--- src/design/jtsc_regs.vh ---
// Constants for the test access port state controller
// Overview of operation
// - Sample mode and data on rising test clock; data out changes on falling.
// - Test reset low forces reset state and loads the identify instruction.
// - Reset state clears only controller and instruction register.
// - Five rising edges with mode high reach reset state; stays while high.
// - Reset-state instruction latch conflict resolved: identify code is presented.
// - Idle holds on mode low, goes to select data scan on high.
// - Select data scan: low to capture data, high to select instruction scan.
// - Select instruction scan: low to capture instruction, high to reset.
// - Capture data loads selected register; low to shift, high to exit1.
// - Shift data moves one stage toward output per edge; high exits.
// - Exit1 data: low to pause, high to update; registers hold.
// - Pause data halts shifting; stays while low, high to exit2.
// - Exit2 data: low back to shift, high to update.
// - Update data applies shifted value; low to idle, high to select.
// - Parallel latches hold during capture and shift, load only at update.
// - Capture instruction loads pattern 00001; low to shift, high to exit1.
// - Shift instruction path between input and output, one stage per edge.
// - Exit1 instruction: low to pause, high to update; register holds.
// - Pause instruction halts shifting; stays while low, high to exit2.
// - Exit2 instruction: low back to shift, high to update.
// - Update instruction applies new instruction; low to idle, high to select.
// - Active instruction changes only in update instruction or reset state.
// - Five-bit instruction register; unknown codes act as bypass.
// - Bypass is a single stage, selected by all-ones instruction.
// - Code 01 selects the 32-bit identification register.
// - Data output driven only while shifting, released otherwise.
`ifndef JTSC_REGS_VH
`define JTSC_REGS_VH
`define JTSC_IR_W        5
`define JTSC_IR_CAPTURE  5'h01
`define JTSC_IR_IDCODE   5'h01
`define JTSC_IR_BYPASS   5'h1f
`define JTSC_IR_USER     5'h08
`define JTSC_ID_W        32
`define JTSC_ID_VALUE    32'h00000001
`define JTSC_USER_W      32
`define JTSC_ST_W        16
`endif

--- src/design/jtsc_tap.v ---
// Test access port state controller sampled on the system clock
`timescale 1ns/100ps
`include "jtsc_regs.vh"
module jtsc_tap #(
  parameter [`JTSC_ID_W-1:0] ID_VALUE = `JTSC_ID_VALUE // Arbitrary identity value
) (
  input  wire                    clk,        // System clock 100 MHz
  input  wire                    nrst,       // Async reset, active low
  input  wire                    tck,        // Test clock pin
  input  wire                    tms,        // Mode select pin
  input  wire                    tdi,        // Serial data in pin
  input  wire                    trst_n,     // Test reset pin, active low
  input  wire [`JTSC_USER_W-1:0] user_cap,   // Capture value of user register
  output reg                     tdo,        // Serial data out
  output reg                     tdo_oe_n,   // Data out enable, low drives
  output reg  [`JTSC_IR_W-1:0]   instr,      // Active instruction
  output reg  [`JTSC_USER_W-1:0] user_upd,   // Parallel latches of user register
  output reg                     user_upd_p, // Pulse when user latches load
  output reg  [`JTSC_ST_W-1:0]   tap_state   // One-hot controller state
);

  localparam [15:0] S_TLR = 16'h0001;
  localparam [15:0] S_RTI = 16'h0002;
  localparam [15:0] S_SDR = 16'h0004;
  localparam [15:0] S_CDR = 16'h0008;
  localparam [15:0] S_SHD = 16'h0010;
  localparam [15:0] S_E1D = 16'h0020;
  localparam [15:0] S_PD  = 16'h0040;
  localparam [15:0] S_E2D = 16'h0080;
  localparam [15:0] S_UDR = 16'h0100;
  localparam [15:0] S_SIR = 16'h0200;
  localparam [15:0] S_CIR = 16'h0400;
  localparam [15:0] S_SHI = 16'h0800;
  localparam [15:0] S_E1I = 16'h1000;
  localparam [15:0] S_PI  = 16'h2000;
  localparam [15:0] S_E2I = 16'h4000;
  localparam [15:0] S_UIR = 16'h8000;

  localparam [1:0] SEL_BYP  = 2'h0;
  localparam [1:0] SEL_ID   = 2'h1;
  localparam [1:0] SEL_USER = 2'h2;

  // Unimplemented codes fall back to bypass
  function [1:0] sel_of;
    input [`JTSC_IR_W-1:0] code;
    begin
      case (code)
        `JTSC_IR_IDCODE: begin
          sel_of = SEL_ID;
        end
        `JTSC_IR_USER: begin
          sel_of = SEL_USER;
        end
        default: begin
          sel_of = SEL_BYP;
        end
      endcase
    end
  endfunction

  ////////////////////////////////////////////////////////////////////////////
  // Pin synchronisers
  reg [1:0] tck_s;
  reg [1:0] tms_s;
  reg [1:0] tdi_s;
  reg [1:0] trst_s;
  reg       tck_d;

  // Test clock: two stages, a third only for edge detection
  always @(posedge clk or negedge nrst) begin
    if (!nrst) begin
      tck_s <= 2'h0;
      tck_d <= 1'b0;
    end else begin
      tck_s <= {tck_s[0], tck};
      tck_d <= tck_s[1];
    end
  end

  // Mode resets high, its idle level, so no spurious move after reset
  always @(posedge clk or negedge nrst) begin
    if (!nrst) begin
      tms_s <= 2'h3;
    end else begin
      tms_s <= {tms_s[0], tms};
    end
  end

  always @(posedge clk or negedge nrst) begin
    if (!nrst) begin
      tdi_s <= 2'h0;
    end else begin
      tdi_s <= {tdi_s[0], tdi};
    end
  end

  // Starts asserted: controller held in reset until the pin is seen high
  always @(posedge clk or negedge nrst) begin
    if (!nrst) begin
      trst_s <= 2'h0;
    end else begin
      trst_s <= {trst_s[0], trst_n};
    end
  end
  wire tck_rise = tck_s[1] & ~tck_d;
  wire tck_fall = ~tck_s[1] & tck_d;
  wire tms_v    = tms_s[1];
  wire tdi_v    = tdi_s[1];
  wire treset   = ~trst_s[1];

  ////////////////////////////////////////////////////////////////////////////
  // Controller state
  reg [15:0] next_state;
  always @* begin
    case (tap_state)
      // Reset holds while mode stays high
      S_TLR: begin
        if (tms_v)
          next_state = S_TLR;
        else
          next_state = S_RTI;
      end
      // Idle between scans
      S_RTI: begin
        if (tms_v)
          next_state = S_SDR;
        else
          next_state = S_RTI;
      end
      // Choose data scan or go on to instruction scan
      S_SDR: begin
        if (tms_v)
          next_state = S_SIR;
        else
          next_state = S_CDR;
      end
      // Third high in a row heads for reset
      S_SIR: begin
        if (tms_v)
          next_state = S_TLR;
        else
          next_state = S_CIR;
      end
      S_CDR: begin
        if (tms_v)
          next_state = S_E1D;
        else
          next_state = S_SHD;
      end
      S_SHD: begin
        if (tms_v)
          next_state = S_E1D;
        else
          next_state = S_SHD;
      end
      S_E1D: begin
        if (tms_v)
          next_state = S_UDR;
        else
          next_state = S_PD;
      end
      // Probe may park here while it refills its buffers
      S_PD: begin
        if (tms_v)
          next_state = S_E2D;
        else
          next_state = S_PD;
      end
      S_E2D: begin
        if (tms_v)
          next_state = S_UDR;
        else
          next_state = S_SHD;
      end
      S_UDR: begin
        if (tms_v)
          next_state = S_SDR;
        else
          next_state = S_RTI;
      end
      S_CIR: begin
        if (tms_v)
          next_state = S_E1I;
        else
          next_state = S_SHI;
      end
      S_SHI: begin
        if (tms_v)
          next_state = S_E1I;
        else
          next_state = S_SHI;
      end
      S_E1I: begin
        if (tms_v)
          next_state = S_UIR;
        else
          next_state = S_PI;
      end
      S_PI: begin
        if (tms_v)
          next_state = S_E2I;
        else
          next_state = S_PI;
      end
      S_E2I: begin
        if (tms_v)
          next_state = S_UIR;
        else
          next_state = S_SHI;
      end
      S_UIR: begin
        if (tms_v)
          next_state = S_SDR;
        else
          next_state = S_RTI;
      end
      // Illegal code recovers through reset
      default: begin
        next_state = S_TLR;
      end
    endcase
  end

  ////////////////////////////////////////////////////////////////////////////
  // Shift paths and latches
  reg [`JTSC_IR_W-1:0]   ir_sh;
  reg [`JTSC_ID_W-1:0]   dr_sh;
  reg                    byp_sh;
  wire [1:0]             sel = sel_of(instr);

  // Controller state register, moved by detected test clock rises or forced to reset state by test reset
  always @(posedge clk or negedge nrst) begin
    if (!nrst) begin
      tap_state <= S_TLR;
    end else if (treset) begin
      tap_state <= S_TLR;
    end else if (tck_rise) begin
      tap_state <= next_state;
    end
  end

  // Reset state touches only controller and instruction; user latches survive
  always @(posedge clk or negedge nrst) begin
    if (!nrst) begin
      ir_sh      <= `JTSC_IR_CAPTURE;
      instr      <= `JTSC_IR_IDCODE;
      dr_sh      <= {`JTSC_ID_W{1'b0}};
      byp_sh     <= 1'b0;
      user_upd   <= {`JTSC_USER_W{1'b0}};
      user_upd_p <= 1'b0;
    end else if (treset) begin
      ir_sh      <= `JTSC_IR_CAPTURE;
      instr      <= `JTSC_IR_IDCODE;
      user_upd_p <= 1'b0;
    end else begin
      user_upd_p <= 1'b0;
      if (tck_rise) begin
        case (tap_state)
          S_TLR: begin
            ir_sh <= `JTSC_IR_CAPTURE;
            instr <= `JTSC_IR_IDCODE;
          end
          S_CDR: begin
            byp_sh <= 1'b0;
            if (sel == SEL_ID)
              dr_sh <= ID_VALUE;
            else
              dr_sh <= user_cap;
          end
          S_SHD: begin
            byp_sh <= tdi_v;
            dr_sh  <= {tdi_v, dr_sh[`JTSC_ID_W-1:1]};
          end
          S_UDR: begin
            if (sel == SEL_USER) begin
              user_upd   <= dr_sh;
              user_upd_p <= 1'b1;
            end
          end
          S_CIR: ir_sh <= `JTSC_IR_CAPTURE;
          S_SHI: ir_sh <= {tdi_v, ir_sh[`JTSC_IR_W-1:1]};
          S_UIR: instr <= ir_sh;
          default: ;
        endcase
      end
    end
  end

  ////////////////////////////////////////////////////////////////////////////
  // Serial output on falling test clock
  reg next_tdo;
  always @* begin
    if (tap_state == S_SHI) begin
      next_tdo = ir_sh[0];
    end else begin
      case (sel)
        SEL_BYP: begin
          next_tdo = byp_sh;
        end
        default: begin
          next_tdo = dr_sh[0];
        end
      endcase
    end
  end

  // Data bit moves on the falling edge, so it is settled for the probe's rise
  always @(posedge clk or negedge nrst) begin
    if (!nrst) begin
      tdo <= 1'b0;
    end else if (!treset && tck_fall) begin
      tdo <= next_tdo;
    end
  end

  // Released outside the two shift states; test reset releases at once
  always @(posedge clk or negedge nrst) begin
    if (!nrst) begin
      tdo_oe_n <= 1'b1;
    end else if (treset) begin
      tdo_oe_n <= 1'b1;
    end else if (tck_fall) begin
      tdo_oe_n <= ~((tap_state == S_SHD) | (tap_state == S_SHI));
    end
  end

endmodule

--- config.mk ---
export PLATFORM = sky130hd
export DESIGN_NAME = jtsc_tap
export DESIGN_NICKNAME = d
export VERILOG_FILES = /design/src/design/jtsc_tap.v
export VERILOG_INCLUDE_DIRS = /design/src /design/src/design
export SDC_FILE = /design/constraint.sdc
export NUM_CORES = 1
export LEC_CHECK = 0
export BUFFER_PORTS_ARGS = -buffer_cell sky130_fd_sc_hd__buf_2
export CAP_MARGIN = 20
export CORE_UTILIZATION = 30
export CTS_BUF_LIST = sky130_fd_sc_hd__clkbuf_4 sky130_fd_sc_hd__clkbuf_8
export DETAILED_ROUTE_END_ITERATION = 8
export PLACE_DENSITY = 0.57
export SETUP_SLACK_MARGIN = 0.4
export SLEW_MARGIN = 20
export SYNTH_ARGS = -nofsm -noshare
export SYNTH_HDL_FRONTEND = slang
export SYNTH_SLANG_ARGS = --single-unit
--- constraint.sdc ---
create_clock -name clk -period 5.7 [get_ports clk]
set_clock_uncertainty 0.2 [all_clocks]
set_input_delay 0.855 -clock clk [delete_from_list [all_inputs] [get_ports clk]]
set_output_delay 0.855 -clock clk [all_outputs]
set_load 0.005 [all_outputs]
==> results_dict.tcl <==
set metrics [dict create \
    ff_latch_area_um2 2580 \
    cts_hold_buf 0 \
    switchingPower_mw 0.327 \
    numPortBuffers 93 \
    slew_violations 0 \
    p_comb_share_pct 7.1 \
    path_class "flop to flop" \
    nets 573 \
    design_area_um2 5800 \
    ios 94 \
    ant_nets 0 \
    setup_viol 0 \
    placed_area_um2 5590 \
    startpoint_type "flop" \
    synth_seq_cells 103 \
    clk_pin_slew_ns 0.10 \
    synthArstFlopShare_pct 100 \
    htreeDepth 3 \
    n_antenna_cell 0 \
    dr.pass1.iters 4 \
    grt.total_usage_pct 14.5 \
    ys.flop_type "dfrtp_1" \
    worstMarginPinSlew_ns 0.781 \
    cts_inserted_buffers 9 \
    wl_per_cell_um 15.6 \
    netlist_area_um2 4990 \
    drt-initial-drc-count 175 \
    p_clk_share_pct 36.7 \
    peakVddDrop_uv 87.2 \
    r2r_cells 5 \
    gpl.final_weighted_congestion 0.893 \
    seq_power_share_pct 56.2 \
    syn_inst 458 \
    avgSynthCellArea_um2 10.9 \
    fillerInstances 1609 \
    status "complete, no violations" \
    cts_num_sinks 103 \
    final_common_cell "dfrtp_1" \
    power_density_nw_per_um2 229 \
    place_hpwl_um 8020 \
    setup_ws_ns 2.54 \
    layout-drive-gt1-share_pct 31.1 \
    dp_slack_ns 2.54 \
    area_delta_synth_final_pct 16.2 \
    rrSetupSlack_ns 2.54 \
    std_cell_rows 46 \
    synth_cell_type_count 53 \
    critPathLaunch "tap_state[12]" \
    dieArea_um2 17100 \
    critical_path_arrival_ns 3.28 \
    clkLatencyLatePin_ns 0.38 \
    ys_seq_area_share_pct 51.8 \
    grt_pass1_vias 3650 \
    clockBufferDepth 2 \
    tritoncts "done" \
    reg2reg_from "tap_state[12]" \
    fin_util_pct 36.1 \
    drc_errors 0 \
    crit_path_top_delay_cell "or4_1" \
    timing.final.crit_share_pct 55.4 \
    ctsResizeCount 0 \
    initial_utilization_pct 31.1 \
    antenna_found_initial 0 \
    rsz0062_at_grt "no" \
    tns_ns 0 \
    swShare_pct 24.6 \
    final_hold_viol_count 0 \
    cap_violations 0 \
    fp.dieW_um 131 \
    p_int_mw 1.00 \
    critPathMaxStageDelay_ns 0.82 \
    crit_fanout 34 \
    p_leak_nw 2.92 \
    crit_path_end_kind "flop" \
    endpoint "dr_sh[31]" \
    die_y_um 131 \
    maxSlewHeadroom_pct 47.2 \
    grt_max_degree 66 \
    hold_class "flop to flop" \
    min_path_cells 0 \
    cp_data_required_time_ns 5.82 \
    cts_root_buf "clkbuf_8" \
    post-cts-setup-buffers 0 \
    core_um2 16100 \
    synth_edf_count 0 \
    timing.rr.end "dr_sh[31]" \
    layout_min_cycle_time_ns 3.16 \
    yosysWarnings 0 \
    final_cell_mix "dfrtp_1 (97), buf_2 (92), nand2_1 (58)" \
    synth_nets 496 \
    routed_wl_um 11800 \
    grt_first_pass_wirelength_um 19000 \
    vias 3648 \
    fmax_mhz 317 \
    path_cells "or4_1, nor4_4, nand3_4, or2_1, nand3_1" \
    vias_per_cell 4.83 \
    multi_input_area_um2 2190 \
    grt-ovfl-total 0 \
]
==> layout make-up <==
type / count / area share, %
Inverter: 10 / 0.648
Clock inverter: 5 / 1.12
Sequential cell: 103 / 44.6
Timing Repair Buffer: 97 / 8.59
Tap cell: 216 / 4.66
Clock buffer: 11 / 2.50
Multi-Input combinational cell: 314 / 37.9
==> how the worst min path moves through the flow <==
| stage | endpoint | start |
|---|---|---|
| after global routing | trst_s[1] | trst_s[0] |
| after detailed placement | tdi_s[1] | tdi_s[0] |
| after CTS | tdi_s[1] | tdi_s[0] |
| after floorplan | tck_s[1] | tck_s[0] |
| final | trst_s[1] | trst_s[0] |
| after global placement | tdi_s[1] | tdi_s[0] |
==> layer usage <==
metal | wire (µm) | global-route usage (%) | vias up | part of all wire, %
met3 | 506 | 3.38 | 18 | 4.3
met2 | 5460 | 22.1 | 79 | 46
met5 | 0 | 0 | - | 0
met4 | 228 | 7.37 | 0 | 1.9
li1 | - | - | 1764 | -
met1 | 5580 | 19.2 | 1787 | 47
==> flip-flops by register name, summed over array words and instances (netlist names), 2 cells and up <==
name and flops:
tck_s 2, trst_s 2, instr 5, tms_s 2, tap_state 16, user_upd 32
dr_sh 32, ir_sh 5, tdi_s 2
==> cell usage after synthesis, types with 2 or more instances <==
cell type	count	area share, %
o22ai_1	4	0.50
nor3_1	11	1.1
a22o_1	4	0.70
and3_1	2	0.25
o21ai_1	31	3.1
nor4_2	2	0.50
mux2i_1	36	7.2
nor2b_1	33	4.1
clkbuf_1	9	0.68
nand3b_1	2	0.30
buf_2	15	1.5
o31ai_1	2	0.30
o21ai_0	14	1.4
buf_6	5	1.1
o41ai_1	3	0.53
nor4_4	2	0.85
and2_1	4	0.50
or3_1	3	0.38
or4b_2	4	0.80
a31oi_1	3	0.38
inv_1	10	0.75
a32oi_1	2	0.35
dfstp_2	6	3.2
nor2_1	13	0.98
nand4_1	3	0.38
buf_4	2	0.30
nand4bb_1	2	0.45
xnor2_1	3	0.53
nand2_1	58	4.4
a21oi_1	4	0.40
or4_1	5	0.75
nand3_1	8	0.80
dfrtp_1	97	49
nor4_1	5	0.63
mux2_2	33	7.5
==> worst max-delay path: cells and delay by family, from the launching register on <==
family           cells  cell delay (ns)
and+or+nand+nor      5             2.38
DFF                  1             0.51
==> cells by family after synthesis <==
group	Yosys count	share of synthesized area, %
AOI/OAI and AO/OA	75	9.49
xor gates and xnor gates	4	0.703
buffers and inverters	41	4.37
DFF	103	51.8
muxes	70	15.0
and+or+nand+nor	165	18.6
==> metrics by stage <==
step | std cells | hold WS (ns) | power (mW)
after floorplan | 458 | 0.131 | 0.811
after global placement | 740 | 0.132 | 0.856
after detailed placement | 740 | 0.135 | 0.858
after CTS | 756 | 0.159 | 1.35
after global routing | 756 | 0.165 | 1.38
final | 756 | 0.159 | 1.33
==> power by group through the flow <==
stage	Sequential [mW]	Combinational (mW)	Clock, mW
6_report	0.746	0.0948	0.487
2_1_floorplan	0.758	0.0531	0
3_5_place_dp	0.760	0.0973	0
3_3_place_gp	0.760	0.0957	0
4_1_cts	0.746	0.0977	0.507
5_1_grt	0.748	0.108	0.529
No activity file was read; power rests on OpenSTA's default activity.
